File: config.mk
export PLATFORM = sky130hd
export DESIGN_NAME = scrb_config_bank
export DESIGN_NICKNAME = d
export VERILOG_FILES = /design/src/scrb_config_bank.v
export VERILOG_INCLUDE_DIRS = /design/src
export SDC_FILE = /design/constraint.sdc
export NUM_CORES = 1
export LEC_CHECK = 0
export BUFFER_PORTS_ARGS = -buffer_cell sky130_fd_sc_hd__buf_2
export CAP_MARGIN = 40
export CORE_UTILIZATION = 47
export CTS_CLUSTER_DIAMETER = 120
export DETAILED_ROUTE_END_ITERATION = 10
export GPL_TIMING_DRIVEN = 1
export PLACE_DENSITY = 0.81
export RECOVER_POWER = 25
export SLEW_MARGIN = 20
export SYNTH_ARGS = -nofsm -noshare
export SYNTH_HDL_FRONTEND = slang
export SYNTH_SLANG_ARGS = --single-unit
File: constraint.sdc
create_clock -name clk -period 1.7 [get_ports clk]
set_input_delay 0.255 -clock clk [delete_from_list [all_inputs] [get_ports clk]]
set_output_delay 0.255 -clock clk [all_outputs]
set_load 0.01 [all_outputs]
File: src/scrb_defs.vh
// register layout constants for the synthesizer configuration bank
// Overview of operation
// - host sends 32 bits msb first; one bit shifts in per serial clock rise
// - load strobe rise copies shifted word into latch named by select bits
// - bits 2..0 select register; 000 to 101 name registers 0 to 5
// - register 0 holds 16-bit integer value in bits 30..15
// - register 0 holds 12-bit fraction numerator in bits 14..3
// - phase, modulus, doubler, halving, r counter, pump current wait for register 0
// - divider select shadowed until register 0 write only when reg2 bit 13 set
`ifndef SCRB_DEFS_VH
`define SCRB_DEFS_VH
`define SCRB_WORD_BITS 32
`define SCRB_SEL_HI 2
`define SCRB_SEL_LO 0
`define SCRB_SEL_R0 3'h0
`define SCRB_SEL_R1 3'h1
`define SCRB_SEL_R2 3'h2
`define SCRB_SEL_R3 3'h3
`define SCRB_SEL_R4 3'h4
`define SCRB_SEL_R5 3'h5
`define SCRB_INT_HI 30
`define SCRB_INT_LO 15
`define SCRB_FRACTION_NUMERATOR_HI 14
`define SCRB_FRACTION_NUMERATOR_LO 3
// register 1 shadowed: phase 26..15, modulus 14..3
`define SCRB_R1_DB_MASK 32'h07FFFFF8
// register 2 shadowed: doubler 25, halving 24, r counter 23..14, pump current 12..9
`define SCRB_R2_DB_MASK 32'h03FFDE00
`define SCRB_R2_DBB_EN 13
// register 4 divider select 22..20
`define SCRB_R4_DBB_MASK 32'h00700000
`define SCRB_RESET_WORD 32'h00000000
`endif

File: src/scrb_config_bank.v
// serial-loaded configuration register bank with shadowed fields
`timescale 1ns/1ns
`include "scrb_defs.vh"
module scrb_config_bank #(
  parameter WORD_BITS = `SCRB_WORD_BITS
) (
  input wire clk,
  input wire reset,
  input wire serialClock,
  input wire serialData,
  input wire loadStrobe,
  output reg [WORD_BITS-1:0] integerFractionWord,
  output reg [WORD_BITS-1:0] prescalerPhaseModulus,
  output reg [WORD_BITS-1:0] referenceLoopControl,
  output reg [WORD_BITS-1:0] clockDividerSlipControl,
  output reg [WORD_BITS-1:0] outputBandSelectControl,
  output reg [WORD_BITS-1:0] lockPinSetup,
  output reg [15:0] integerValue,
  output reg [11:0] fractionNumerator,
  output reg loadPulse
);
  // pins are asynchronous to clk: two flops before any use
  reg [2:0] clkSync1;
  reg [2:0] clkSync2;
  reg clkPrev;
  reg strobePrev;
  reg [WORD_BITS-1:0] shiftWord;
  // shadow copies of the written words; active copies are the outputs
  reg [WORD_BITS-1:0] shadow1;
  reg [WORD_BITS-1:0] shadow2;
  reg [WORD_BITS-1:0] shadow4;
  wire sclkRise;
  wire strobeRise;
  wire [2:0] sel;
  wire dbbOn;
  wire [WORD_BITS-1:0] r1Mask;
  wire [WORD_BITS-1:0] r2Mask;
  wire [WORD_BITS-1:0] r4Mask;
  assign sclkRise = clkSync2[0] & ~clkPrev;
  assign strobeRise = clkSync2[2] & ~strobePrev;
  assign sel = shiftWord[`SCRB_SEL_HI:`SCRB_SEL_LO];
  // enable comes from the active register 2 copy
  assign dbbOn = referenceLoopControl[`SCRB_R2_DBB_EN];
  assign r1Mask = `SCRB_R1_DB_MASK;
  assign r2Mask = `SCRB_R2_DB_MASK;
  assign r4Mask = dbbOn ? `SCRB_R4_DBB_MASK : `SCRB_RESET_WORD;
  always @(posedge clk) begin
    if (reset) begin
      clkSync1 <= 3'h0;
      clkSync2 <= 3'h0;
      clkPrev <= 1'b0;
      strobePrev <= 1'b0;
      shiftWord <= `SCRB_RESET_WORD;
    end else begin
      clkSync1 <= {loadStrobe, serialData, serialClock};
      clkSync2 <= clkSync1;
      clkPrev <= clkSync2[0];
      strobePrev <= clkSync2[2];
      // data sampled with the same delay as the clock, so setup is kept
      if (sclkRise) begin
        shiftWord <= {shiftWord[WORD_BITS-2:0], clkSync2[1]};
      end
    end
  end
  // next values of every latch, decoded from one strobe edge
  reg [WORD_BITS-1:0] next_integerFractionWord;
  reg [WORD_BITS-1:0] next_prescalerPhaseModulus;
  reg [WORD_BITS-1:0] next_referenceLoopControl;
  reg [WORD_BITS-1:0] next_clockDividerSlipControl;
  reg [WORD_BITS-1:0] next_outputBandSelectControl;
  reg [WORD_BITS-1:0] next_lockPinSetup;
  reg [WORD_BITS-1:0] next_shadow1;
  reg [WORD_BITS-1:0] next_shadow2;
  reg [WORD_BITS-1:0] next_shadow4;
  reg [15:0] next_integerValue;
  reg [11:0] next_fractionNumerator;
  reg next_loadPulse;
  always @* begin
    next_integerFractionWord = integerFractionWord;
    next_prescalerPhaseModulus = prescalerPhaseModulus;
    next_referenceLoopControl = referenceLoopControl;
    next_clockDividerSlipControl = clockDividerSlipControl;
    next_outputBandSelectControl = outputBandSelectControl;
    next_lockPinSetup = lockPinSetup;
    next_shadow1 = shadow1;
    next_shadow2 = shadow2;
    next_shadow4 = shadow4;
    next_integerValue = integerValue;
    next_fractionNumerator = fractionNumerator;
    next_loadPulse = 1'b0;
    if (strobeRise) begin
      case (sel)
        `SCRB_SEL_R0: begin
          next_loadPulse = 1'b1;
          next_integerFractionWord = shiftWord;
          next_integerValue = shiftWord[`SCRB_INT_HI:`SCRB_INT_LO];
          next_fractionNumerator = shiftWord[`SCRB_FRACTION_NUMERATOR_HI:`SCRB_FRACTION_NUMERATOR_LO];
          // shadowed fields go live now
          next_prescalerPhaseModulus = shadow1;
          next_referenceLoopControl = shadow2;
          next_outputBandSelectControl = shadow4;
        end
        `SCRB_SEL_R1: begin
          next_loadPulse = 1'b1;
          next_shadow1 = shiftWord;
          next_prescalerPhaseModulus = (prescalerPhaseModulus & r1Mask)
            | (shiftWord & ~r1Mask);
        end
        `SCRB_SEL_R2: begin
          next_loadPulse = 1'b1;
          next_shadow2 = shiftWord;
          next_referenceLoopControl = (referenceLoopControl & r2Mask)
            | (shiftWord & ~r2Mask);
        end
        `SCRB_SEL_R3: begin
          next_loadPulse = 1'b1;
          next_clockDividerSlipControl = shiftWord;
        end
        `SCRB_SEL_R4: begin
          next_loadPulse = 1'b1;
          next_shadow4 = shiftWord;
          // mask follows the applied bit 13, not a pending one
          next_outputBandSelectControl = (outputBandSelectControl & r4Mask)
            | (shiftWord & ~r4Mask);
        end
        `SCRB_SEL_R5: begin
          next_loadPulse = 1'b1;
          next_lockPinSetup = shiftWord;
        end
        default: begin
          // codes 110 and 111 leave every latch untouched
          next_loadPulse = 1'b0;
        end
      endcase
    end
  end
  always @(posedge clk) begin
    if (reset) begin
      integerFractionWord <= `SCRB_RESET_WORD;
    end else begin
      integerFractionWord <= next_integerFractionWord;
    end
  end
  always @(posedge clk) begin
    if (reset) begin
      prescalerPhaseModulus <= `SCRB_RESET_WORD;
    end else begin
      prescalerPhaseModulus <= next_prescalerPhaseModulus;
    end
  end
  always @(posedge clk) begin
    if (reset) begin
      referenceLoopControl <= `SCRB_RESET_WORD;
    end else begin
      referenceLoopControl <= next_referenceLoopControl;
    end
  end
  always @(posedge clk) begin
    if (reset) begin
      clockDividerSlipControl <= `SCRB_RESET_WORD;
    end else begin
      clockDividerSlipControl <= next_clockDividerSlipControl;
    end
  end
  always @(posedge clk) begin
    if (reset) begin
      outputBandSelectControl <= `SCRB_RESET_WORD;
    end else begin
      outputBandSelectControl <= next_outputBandSelectControl;
    end
  end
  always @(posedge clk) begin
    if (reset) begin
      lockPinSetup <= `SCRB_RESET_WORD;
    end else begin
      lockPinSetup <= next_lockPinSetup;
    end
  end
  // shadows hold full words so a register 0 write applies them whole
  always @(posedge clk) begin
    if (reset) begin
      shadow1 <= `SCRB_RESET_WORD;
    end else begin
      shadow1 <= next_shadow1;
    end
  end
  always @(posedge clk) begin
    if (reset) begin
      shadow2 <= `SCRB_RESET_WORD;
    end else begin
      shadow2 <= next_shadow2;
    end
  end
  always @(posedge clk) begin
    if (reset) begin
      shadow4 <= `SCRB_RESET_WORD;
    end else begin
      shadow4 <= next_shadow4;
    end
  end
  always @(posedge clk) begin
    if (reset) begin
      integerValue <= 16'h0000;
    end else begin
      integerValue <= next_integerValue;
    end
  end
  always @(posedge clk) begin
    if (reset) begin
      fractionNumerator <= 12'h000;
    end else begin
      fractionNumerator <= next_fractionNumerator;
    end
  end
  always @(posedge clk) begin
    if (reset) begin
      loadPulse <= 1'b0;
    end else begin
      loadPulse <= next_loadPulse;
    end
  end
endmodule // scrb_config_bank

==> Word level (Yosys, flattened, before mapping) <==
Index checks and enable logic that the tools add are counted.
{ "classes": {"eq_ne": 5, "bitwise": 11, "n_reduce_logical": 15, "muxes": 5} }
{ "op_table": {"columns": ["cell", "count"], "rows": [
  ["case mux 32 bit (2 select lines)", 3],
  ["AND 32 x 23 -> 32 bit", 1],
  ["AND 32 bit", 1],
  ["NOT 23 -> 32 bit", 1],
  ["bitwise OR 26 x 32 -> 32 bit", 1],
  ["bitwise OR 27 x 32 -> 32 bit", 1],
  ["bitwise OR 32 bit", 1],
  ["two-way mux 23 bit", 1],
  ["AND reduction 2 bit", 9],
  ["== test 3 x 2 -> 1 bit (second input constant)", 2],
  ["== test 3 bit (second input constant)", 2],
  ["nonzero test 2 bit", 3],
  ["OR reduction 6 bit", 1],
  ["== test 3 x 1 -> 1 bit (second input constant)", 1],
  ["zero test 3 bit", 1],
  ["NOT 1 bit", 3],
  ["AND 1 bit", 2],
  ["OR reduction 2 bit", 1],
  ["two-way mux 1 bit", 1]
]} }
{ "totals": {"reg_bits": 357, "out_inout_bits": 221} }

==> Logic depth before layout (Yosys ltp) <==
Gate-level depths: netlist (run 1).
{ "logic_depth": {"depth_word": 5, "ltp_mapped": 7} }

==> Least setup slack after synthesis (run 1) <==
OpenSTA, ideal clock, no wires.
{ "synth_timing": {"kind": "register -> register", "start": "register shiftWord[2]", "end": "register referenceLoopControl[2]", "setup_slack_ns": -0.088, "setup_ns": 0.128, "period_less_slack_ns": 1.788, "t_arrival_ns": 1.660, "stages_incl_launch_ff": 7, "path_cell_list": "dfxtp_1 clkbuf_1 or4b_2 clkbuf_1 clkbuf_1 a32oi_1 nor2_1"} }
{ "synth_via": {"elab_chain_len": 3, "elab_cells_between_ends": 6} }
{ "synth_lines": {"columns": ["element", "line", "text"], "rows": [
  ["start: declaration", "scrb_config_bank.v:27", "reg [WORD_BITS-1:0] shiftWord;"],
  ["start signal: assignment", "scrb_config_bank.v:53", "shiftWord <= `SCRB_RESET_WORD;"],
  ["start signal: assignment", "scrb_config_bank.v:61", "shiftWord <= {shiftWord[WORD_BITS-2:0], clkSync2[1]};"],
  ["== test 3 x 2 -> 1 bit or zero test 3 bit (tied branches)", "scrb_config_bank.v:92", "case (sel)"],
  ["nonzero test 2 bit (no line)", null, null],
  ["AND reduction 2 bit (no line)", null, null],
  ["end signal: assignment", "scrb_config_bank.v:153", "referenceLoopControl <= `SCRB_RESET_WORD;"],
  ["end signal: assignment", "scrb_config_bank.v:155", "referenceLoopControl <= next_referenceLoopControl;"],
  ["end: declaration", "scrb_config_bank.v:14", "output reg [WORD_BITS-1:0] referenceLoopControl,"]
]} }
Parallel ways exist; a longest one is shown, timed or not.
A chain may end at the register's enable or synchronous reset.

==> Worst setup path in the final report (run 1) <==
Same ends and word-level chain as after synthesis.

==> results of run 1 <==
-- routing by layer --
layer | GRT usage | up-vias | part of all wire
met5 | 0 | - | 0
met4 | 0.125 | 0 | 0.046
met3 | 0.0509 | 107 | 0.085
met2 | 0.402 | 564 | 0.46
met1 | 0.334 | 5356 | 0.41
li1 | - | 5283 | -
-- layout by cell type (no fill, tap or decap), types with 2 or more instances in the layout --
cell           netlist  routed
a32oi_1              4       4
o22ai_1              3       3
o21ai_1              0      12
buf_12               0      17
and3b_1              5       4
buf_2               12     123
clkbuf_1           143     108
nand2b_1            94      93
nor2_1              15      14
clkinvlp_4           0       2
mux2i_1             63      63
dfxtp_1            329     329
clkbuf_8             0       6
clkinv_2             0       7
inv_1               29      29
nand2_1             80      80
a21oi_1            238     237
o221ai_1            13      13
clkbuf_16            0      37
nor2b_1              9       8
buf_4               28      36
o21ba_2              2       2
o221a_2             26      26
o21ai_0            158     146
nor3b_1              8       8
dlygate4sd3_1        0       3
buf_8                0       2
o2bb2ai_1            7       7
nand3_1            156     156
buf_6                4       2
nor3_1               2       2
a211oi_1             4       4
-- what timing repair did --
item,4_1_cts,5_1_grt
setup endpoints to repair,23,50
resized for setup,1,18
hold buffers,3,0
pin swaps,0,1
hold endpoints to repair,3,0
setup buffers,0,1
-- flip-flops by register name (all words and copies together), names as in the netlist, 29 cells and up, named ones only --
name and cells:
clockDividerSlipControl 32, lockPinSetup 32, shadow2 32, shadow1 32, prescalerPhaseModulus 32, shiftWord 32, referenceLoopControl 32, outputBandSelectControl 29
integerFractionWord 32, shadow4 32
-- worst max-delay path, cell delays in order, from the launching register on --
cell     delay, ns
dfxtp_1       0.32
buf_6         0.17
or4b_2        0.67
buf_4         0.16
a32oi_1       0.15
nor2_1        0.07
-- power by group through the flow --
stage | Sequential [mW] | Clock (mW) | Combinational [mW]
after floorplan | 7.96 | 0 | 0.329
after global placement | 7.96 | 0 | 0.525
after detailed placement | 7.96 | 0 | 0.533
after CTS | 7.79 | 7.51 | 0.541
after global routing | 7.79 | 7.86 | 0.592
final | 7.79 | 7.41 | 0.554
-- final cells by class --
| type | instances | area, sq um | area share |
|---|---|---|---|
| clock buffers | 50 | 1030 | 0.0681 |
| inverters | 29 | 109 | 0.00717 |
| repair buffers | 286 | 1710 | 0.112 |
| clock inverters | 11 | 88.8 | 0.00585 |
| multi-input cells | 900 | 5240 | 0.345 |
| well taps | 335 | 419 | 0.0276 |
| diodes | 1 | 2.50 | 0.000165 |
| flip-flops and latches | 329 | 6590 | 0.434 |
-- logic make-up (layout without fill, tap and decap cells) --
kind of cell    after synthesis  after routing  synth area share
other cells                   0              1                 0
mux                          63             63            0.0494
simple gates                380            380             0.156
flops                       329            329             0.516
compound gates              457            457             0.201
buf+inv                     225            376            0.0779
-- path summary, 6_finish.rpt --
path,startpoint,end,cells after the start
max,shiftWord[2],referenceLoopControl[2],5
min,reset,clkSync1[0],2
max reg2reg,shiftWord[2],referenceLoopControl[2],5
min reg2reg,clkSync1[1],clkSync2[1],1
==> impl_metrics.py, run 1 <==
metrics = {
    "outcome": {
        "outcome": "complete, no violations",
    },
    "synthesis": {
        "synth_ff_type": "dfxtp_1",
        "synthArstFlopShare": 0,
        "synth_cell_type_count": 35,
        "synth-edff-count": 0,
        "syn_inst": 1454,
        "synth_nets": 1459,
        "synth_top_area_frac": 0.516,
        "syn_area_sq_um": 12800,
        "synth.area.top_cells": "dfxtp_1, a21oi_1, o21ai_0",
        "ys_seq_elements": 329,
        "synth_commonest_cells": "dfxtp_1, a21oi_1, o21ai_0, nand3_1, clkbuf_1",
        "synth_top_area_cell": "dfxtp_1",
        "seq_area_frac_synth": 0.516,
        "ys.warnings.count": 0,
        "synth_area_per_cell_sq_um": 8.78,
        "yosysMostFrequentCell": "dfxtp_1",
    },
    "placement": {
        "dp_cells": 1874,
        "gp_congestion": 0.808,
        "hpwl_um": 23200,
        "io_buffer_count": 225,
        "placed_cell_area_sq_um": 14100,
        "pre_cts_ws_ns": -0.0235,
    },
    "timing": {
        "period_share": 0.985,
        "setup_viol": 0,
        "final-hold-violation-count": 0,
        "tightest_slew_ns": 0.705,
        "slew_headroom": 0.530,
        "fin_crit_ns": 1.68,
        "fin_ws_ns": 0.0247,
        "hold_slack_ns": 0.148,
        "tns_ns": 0,
        "rsz0062_at_grt": "yes",
        "report.final.slew_viol_count": 0,
        "finClkSkew_ns": 0.0188,
        "fmax_ghz": 0.597,
    },
    "clock_tree": {
        "cts-root-buf": "clkbuf_16",
        "cts_made_buffers": 35,
        "clock-sinks": 329,
        "path_clk_slew_ns": 0.06,
        "cts_buffer_depth": 3,
        "worstSkewPairLatency_ns": 0.51,
        "cts_tree": "yes",
        "h-tree-depth": 2,
    },
    "critical_path": {
        "crit_arrival_ns": 2.04,
        "reg2reg_setup_slack_ns": 0.02,
        "critPathMaxFanout": 20,
        "worstSetupPathType": "flip-flop to flip-flop",
        "critPathLaunchType": "flip-flop",
        "required_ns": 2.07,
        "worstSetupEndpointType": "flip-flop",
    },
    "finish": {
        "syn2layout_area_growth_pct": 18.9,
        "final.fill_count": 2345,
        "fin_nets": 1586,
        "fin_util": 0.576,
        "final_cell_count_no_fill": 1941,
        "drive_above_1_share": 0.172,
        "fin_area_sq_um": 15200,
    },
    "routing": {
        "drtIter0Drc": 1353,
        "ant_nets": 0,
        "vias": 11300,
        "routed_wirelength_um": 36900,
        "drtPass1Iterations": 7,
        "drc": 0,
        "drt-vias-per-instance": 5.83,
        "wl_per_cell_um": 19.0,
    },
    "die": {
        "pin_count": 226,
        "die_area_sq_um": 27800,
        "core_sq_um": 26400,
        "die_h_um": 167,
        "initial_utilization": 0.485,
        "rows": 59,
        "dieWidth_um": 167,
    },
    "grt": {
        "grt_pass1_vias": 10400,
        "grt_use_total": 0.255,
        "antenna_found_initial": 1,
        "grt_pass1_wl_um": 57100,
        "grt_overflow_total": 0,
        "grt_max_degree": 95,
    },
    "pwr": {
        "ir_drop_mv": 0.601,
        "netSwitchingPower_mw": 3.41,
        "swShare": 0.216,
        "p_comb_frac": 0.035,
        "power.share.sequential": 0.494,
        "powerDensity_nw_per_um2": 1040,
        "p_int_mw": 12.4,
        "total_power_mw": 15.8,
        "clockPowerShare": 0.470,
        "leakagePower_nw": 5.55,
    },
    "min_path": {
        "hold_path.class": "primary input to flip-flop",
    },
    "flow_run": {
        "max_cap_viol_count": 0,
    },
}
(Power assumes the default switching activity.)
==> run 2: changes to the inputs <==
ABC_AREA = 1   (was not set)
CTS_CLUSTER_DIAMETER = 150   (was 120)
PLACE_DENSITY = 0.8   (was 0.81)
==> run 2 against run 1 <==
Sequential cell count unchanged. Critical endpoint is now clockDividerSlipControl[11]. First-iteration DRC count fell by 32%. Maximum frequency up 6.5%. Core utilization is 0.78 points lower. Cell count is 24% higher. Area after synthesis increased by 1.9%. Via count grew 4.4%. Clock skew fell by 0.0063 ns. Routed wire length down 4.3%.
==> impl_metrics.py, run 2 <==
metrics = {
    "pwr": {
        "p_comb_frac": 0.077,
        "p_int_mw": 13.1,
        "netSwitchingPower_mw": 4.08,
        "ir_drop_mv": 0.693,
        "power.share.sequential": 0.471,
        "powerDensity_nw_per_um2": 1120,
        "clockPowerShare": 0.452,
        "leakagePower_nw": 7.23,
        "swShare": 0.238,
    },
    "finish": {
        "antennaDiodeCount": 0,
        "syn2layout_area_growth_pct": 18.3,
        "final_common_cell": "nor2_1",
        "final_cell_mix": "nor2_1, nand2_1, dfxtp_1",
        "final.fill_count": 2502,
        "fin_area_sq_um": 15400,
        "drive_above_1_share": 0.120,
        "fin_nets": 2008,
    },
    "grt": {
        "grt_max_degree": 70,
        "grt_pass1_vias": 10600,
        "grt_pass1_wl_um": 55300,
        "grt_use_total": 0.246,
        "grt_overflow_total": 0,
        "antenna_found_initial": 0,
    },
    "timing": {
        "rsz0062_at_grt": "no",
        "setup_viol": 0,
        "finClkSkew_ns": 0.0125,
        "fmax_ghz": 0.635,
        "fin_crit_ns": 1.57,
        "slew_headroom": 0.632,
        "final-hold-violation-count": 0,
        "tns_ns": 0,
        "period_share": 0.926,
        "report.final.slew_viol_count": 0,
        "hold_slack_ns": 0.186,
        "tightest_slew_ns": 0.552,
        "fin_ws_ns": 0.126,
    },
    "synthesis": {
        "synth.area.top_cells": "dfxtp_1, nor2_1, nand2_1",
        "synth_cell_type_count": 21,
        "ys_seq_elements": 329,
        "synth_area_per_cell_sq_um": 7.06,
        "syn_inst": 1845,
        "synth_top_area_cell": "dfxtp_1",
        "seq_area_frac_synth": 0.506,
        "synthArstFlopShare": 0,
        "synth_ff_type": "dfxtp_1",
        "synth_top_area_frac": 0.506,
        "ys.warnings.count": 0,
        "synth-edff-count": 0,
        "synth_nets": 1850,
        "syn_area_sq_um": 13000,
        "synth_commonest_cells": "nor2_1, nand2_1, dfxtp_1, inv_1, o21ai_0",
        "yosysMostFrequentCell": "nor2_1",
    },
    "routing": {
        "drt-vias-per-instance": 4.92,
        "vias": 11800,
        "wl_per_cell_um": 14.7,
        "ant_nets": 0,
        "drc": 0,
        "routed_wirelength_um": 35300,
        "drtIter0Drc": 916,
        "drtPass1Iterations": 5,
    },
    "min_path": {
        "min_to": "integerFractionWord[2]",
        "hp-start": "reset",
        "hold_path.class": "primary input to flip-flop",
        "worstHoldPathCells": 4,
    },
    "placement": {
        "io_buffer_count": 225,
        "placed_cell_area_sq_um": 14300,
        "pre_cts_ws_ns": 0.0857,
        "gp_congestion": 0.839,
        "hpwl_um": 23400,
    },
    "die": {
        "initial_utilization": 0.480,
        "die_h_um": 168,
        "dieWidth_um": 168,
        "die_area_sq_um": 28400,
        "pin_count": 226,
        "rows": 60,
        "core_sq_um": 27100,
    },
    "critical_path": {
        "worstSetupPathType": "flip-flop to flip-flop",
        "critPathMaxFanout": 22,
        "timing.rr.start": "shiftWord[1]",
        "critPathLaunchType": "flip-flop",
        "crit_arrival_ns": 1.96,
        "worstSetupEndpointType": "flip-flop",
        "reg2reg_depth": 6,
        "rr_endpoint": "clockDividerSlipControl[11]",
        "required_ns": 2.09,
        "reg2reg_setup_slack_ns": 0.13,
    },
    "clock_tree": {
        "cts-root-buf": "clkbuf_16",
        "clock-sinks": 329,
        "cts_made_buffers": 35,
        "path_clk_slew_ns": 0.06,
        "cts_buffer_depth": 3,
        "worstSkewPairLatency_ns": 0.51,
        "cts_tree": "yes",
        "h-tree-depth": 2,
        "post_cts_buffers": 0,
    },
    "flow_run": {
        "max_cap_viol_count": 0,
    },
    "outcome": {
        "outcome": "complete, no violations",
    },
}
==> run 2: what timing repair did <==
item	CTS	global route
endpoints found under the setup margin	0	8
resized for setup	0	1
hold buffers	3	0
hold endpoints to repair	3	0
==> run 2: layer usage <==
metal / vias to the layer above / global-route usage / part of all wire
li1: 5941 / - / -
met5: - / 0 / 0
met1: 5327 / 0.323 / 0.43
met3: 66 / 0.0616 / 0.096
met4: 0 / 0.0909 / 0.032
met2: 470 / 0.389 / 0.45
==> run 2: worst max path at each step <==
stage,startpoint,depth (start not counted),endpoint,slack [ns]
2_1_floorplan,shiftWord[2],8,lockPinSetup[21],0.36
3_3_place_gp,shiftWord[2],6,outputBandSelectControl[26],0.17
3_5_place_dp,shiftWord[2],6,outputBandSelectControl[26],0.09
4_1_cts,shiftWord[2],6,outputBandSelectControl[26],0.08
5_1_grt,shiftWord[1],6,clockDividerSlipControl[23],0.02
6_report,shiftWord[1],6,clockDividerSlipControl[11],0.13
==> run 2: kinds of logic after synthesis <==
logic type | count (synthesis) | synth area share
and+or+nand+nor | 1065 | 0.333
DFF | 329 | 0.506
buffers and inverters | 301 | 0.103
AOI/OAI and AO/OA | 150 | 0.0577
==> run 2: power groups by stage <==
stage / logic, mW / clock network (mW) / registers [mW]
finish: 1.32 / 7.77 / 8.08
global route: 1.48 / 8.20 / 8.11
CTS: 1.33 / 7.87 / 8.08
detailed placement: 1.32 / 0 / 8.25
global placement: 1.30 / 0 / 8.24
floorplan: 0.839 / 0 / 8.27
==> run 2: cell type report <==
class / count / area [sq um] / share of cell area
Sequential cell: 329 / 6590 / 0.428
Multi-Input combinational cell: 1215 / 5090 / 0.331
Timing Repair Buffer: 263 / 1480 / 0.0960
Clock buffer: 50 / 1010 / 0.0657
Tap cell: 372 / 465 / 0.0302
Inverter: 159 / 604 / 0.0392
Clock inverter: 11 / 163 / 0.0106
==> run 2: stage by stage <==
step	cells	utilization	power [mW]
floorplan	1845	-	9.11
global placement	2335	0.529	9.54
detailed placement	2335	0.529	9.57
CTS	2399	0.573	17.3
global route	2399	0.568	17.8
finish	2399	0.568	17.2
==> run 2: critical path: stages, from the launching register on <==
cell and delay [ns]:
dfxtp_1 0.50, nand2_1 0.09, nor2_1 0.09, nand2_1 0.22, buf_4 0.29, o21ai_0 0.20
nor2_1 0.06
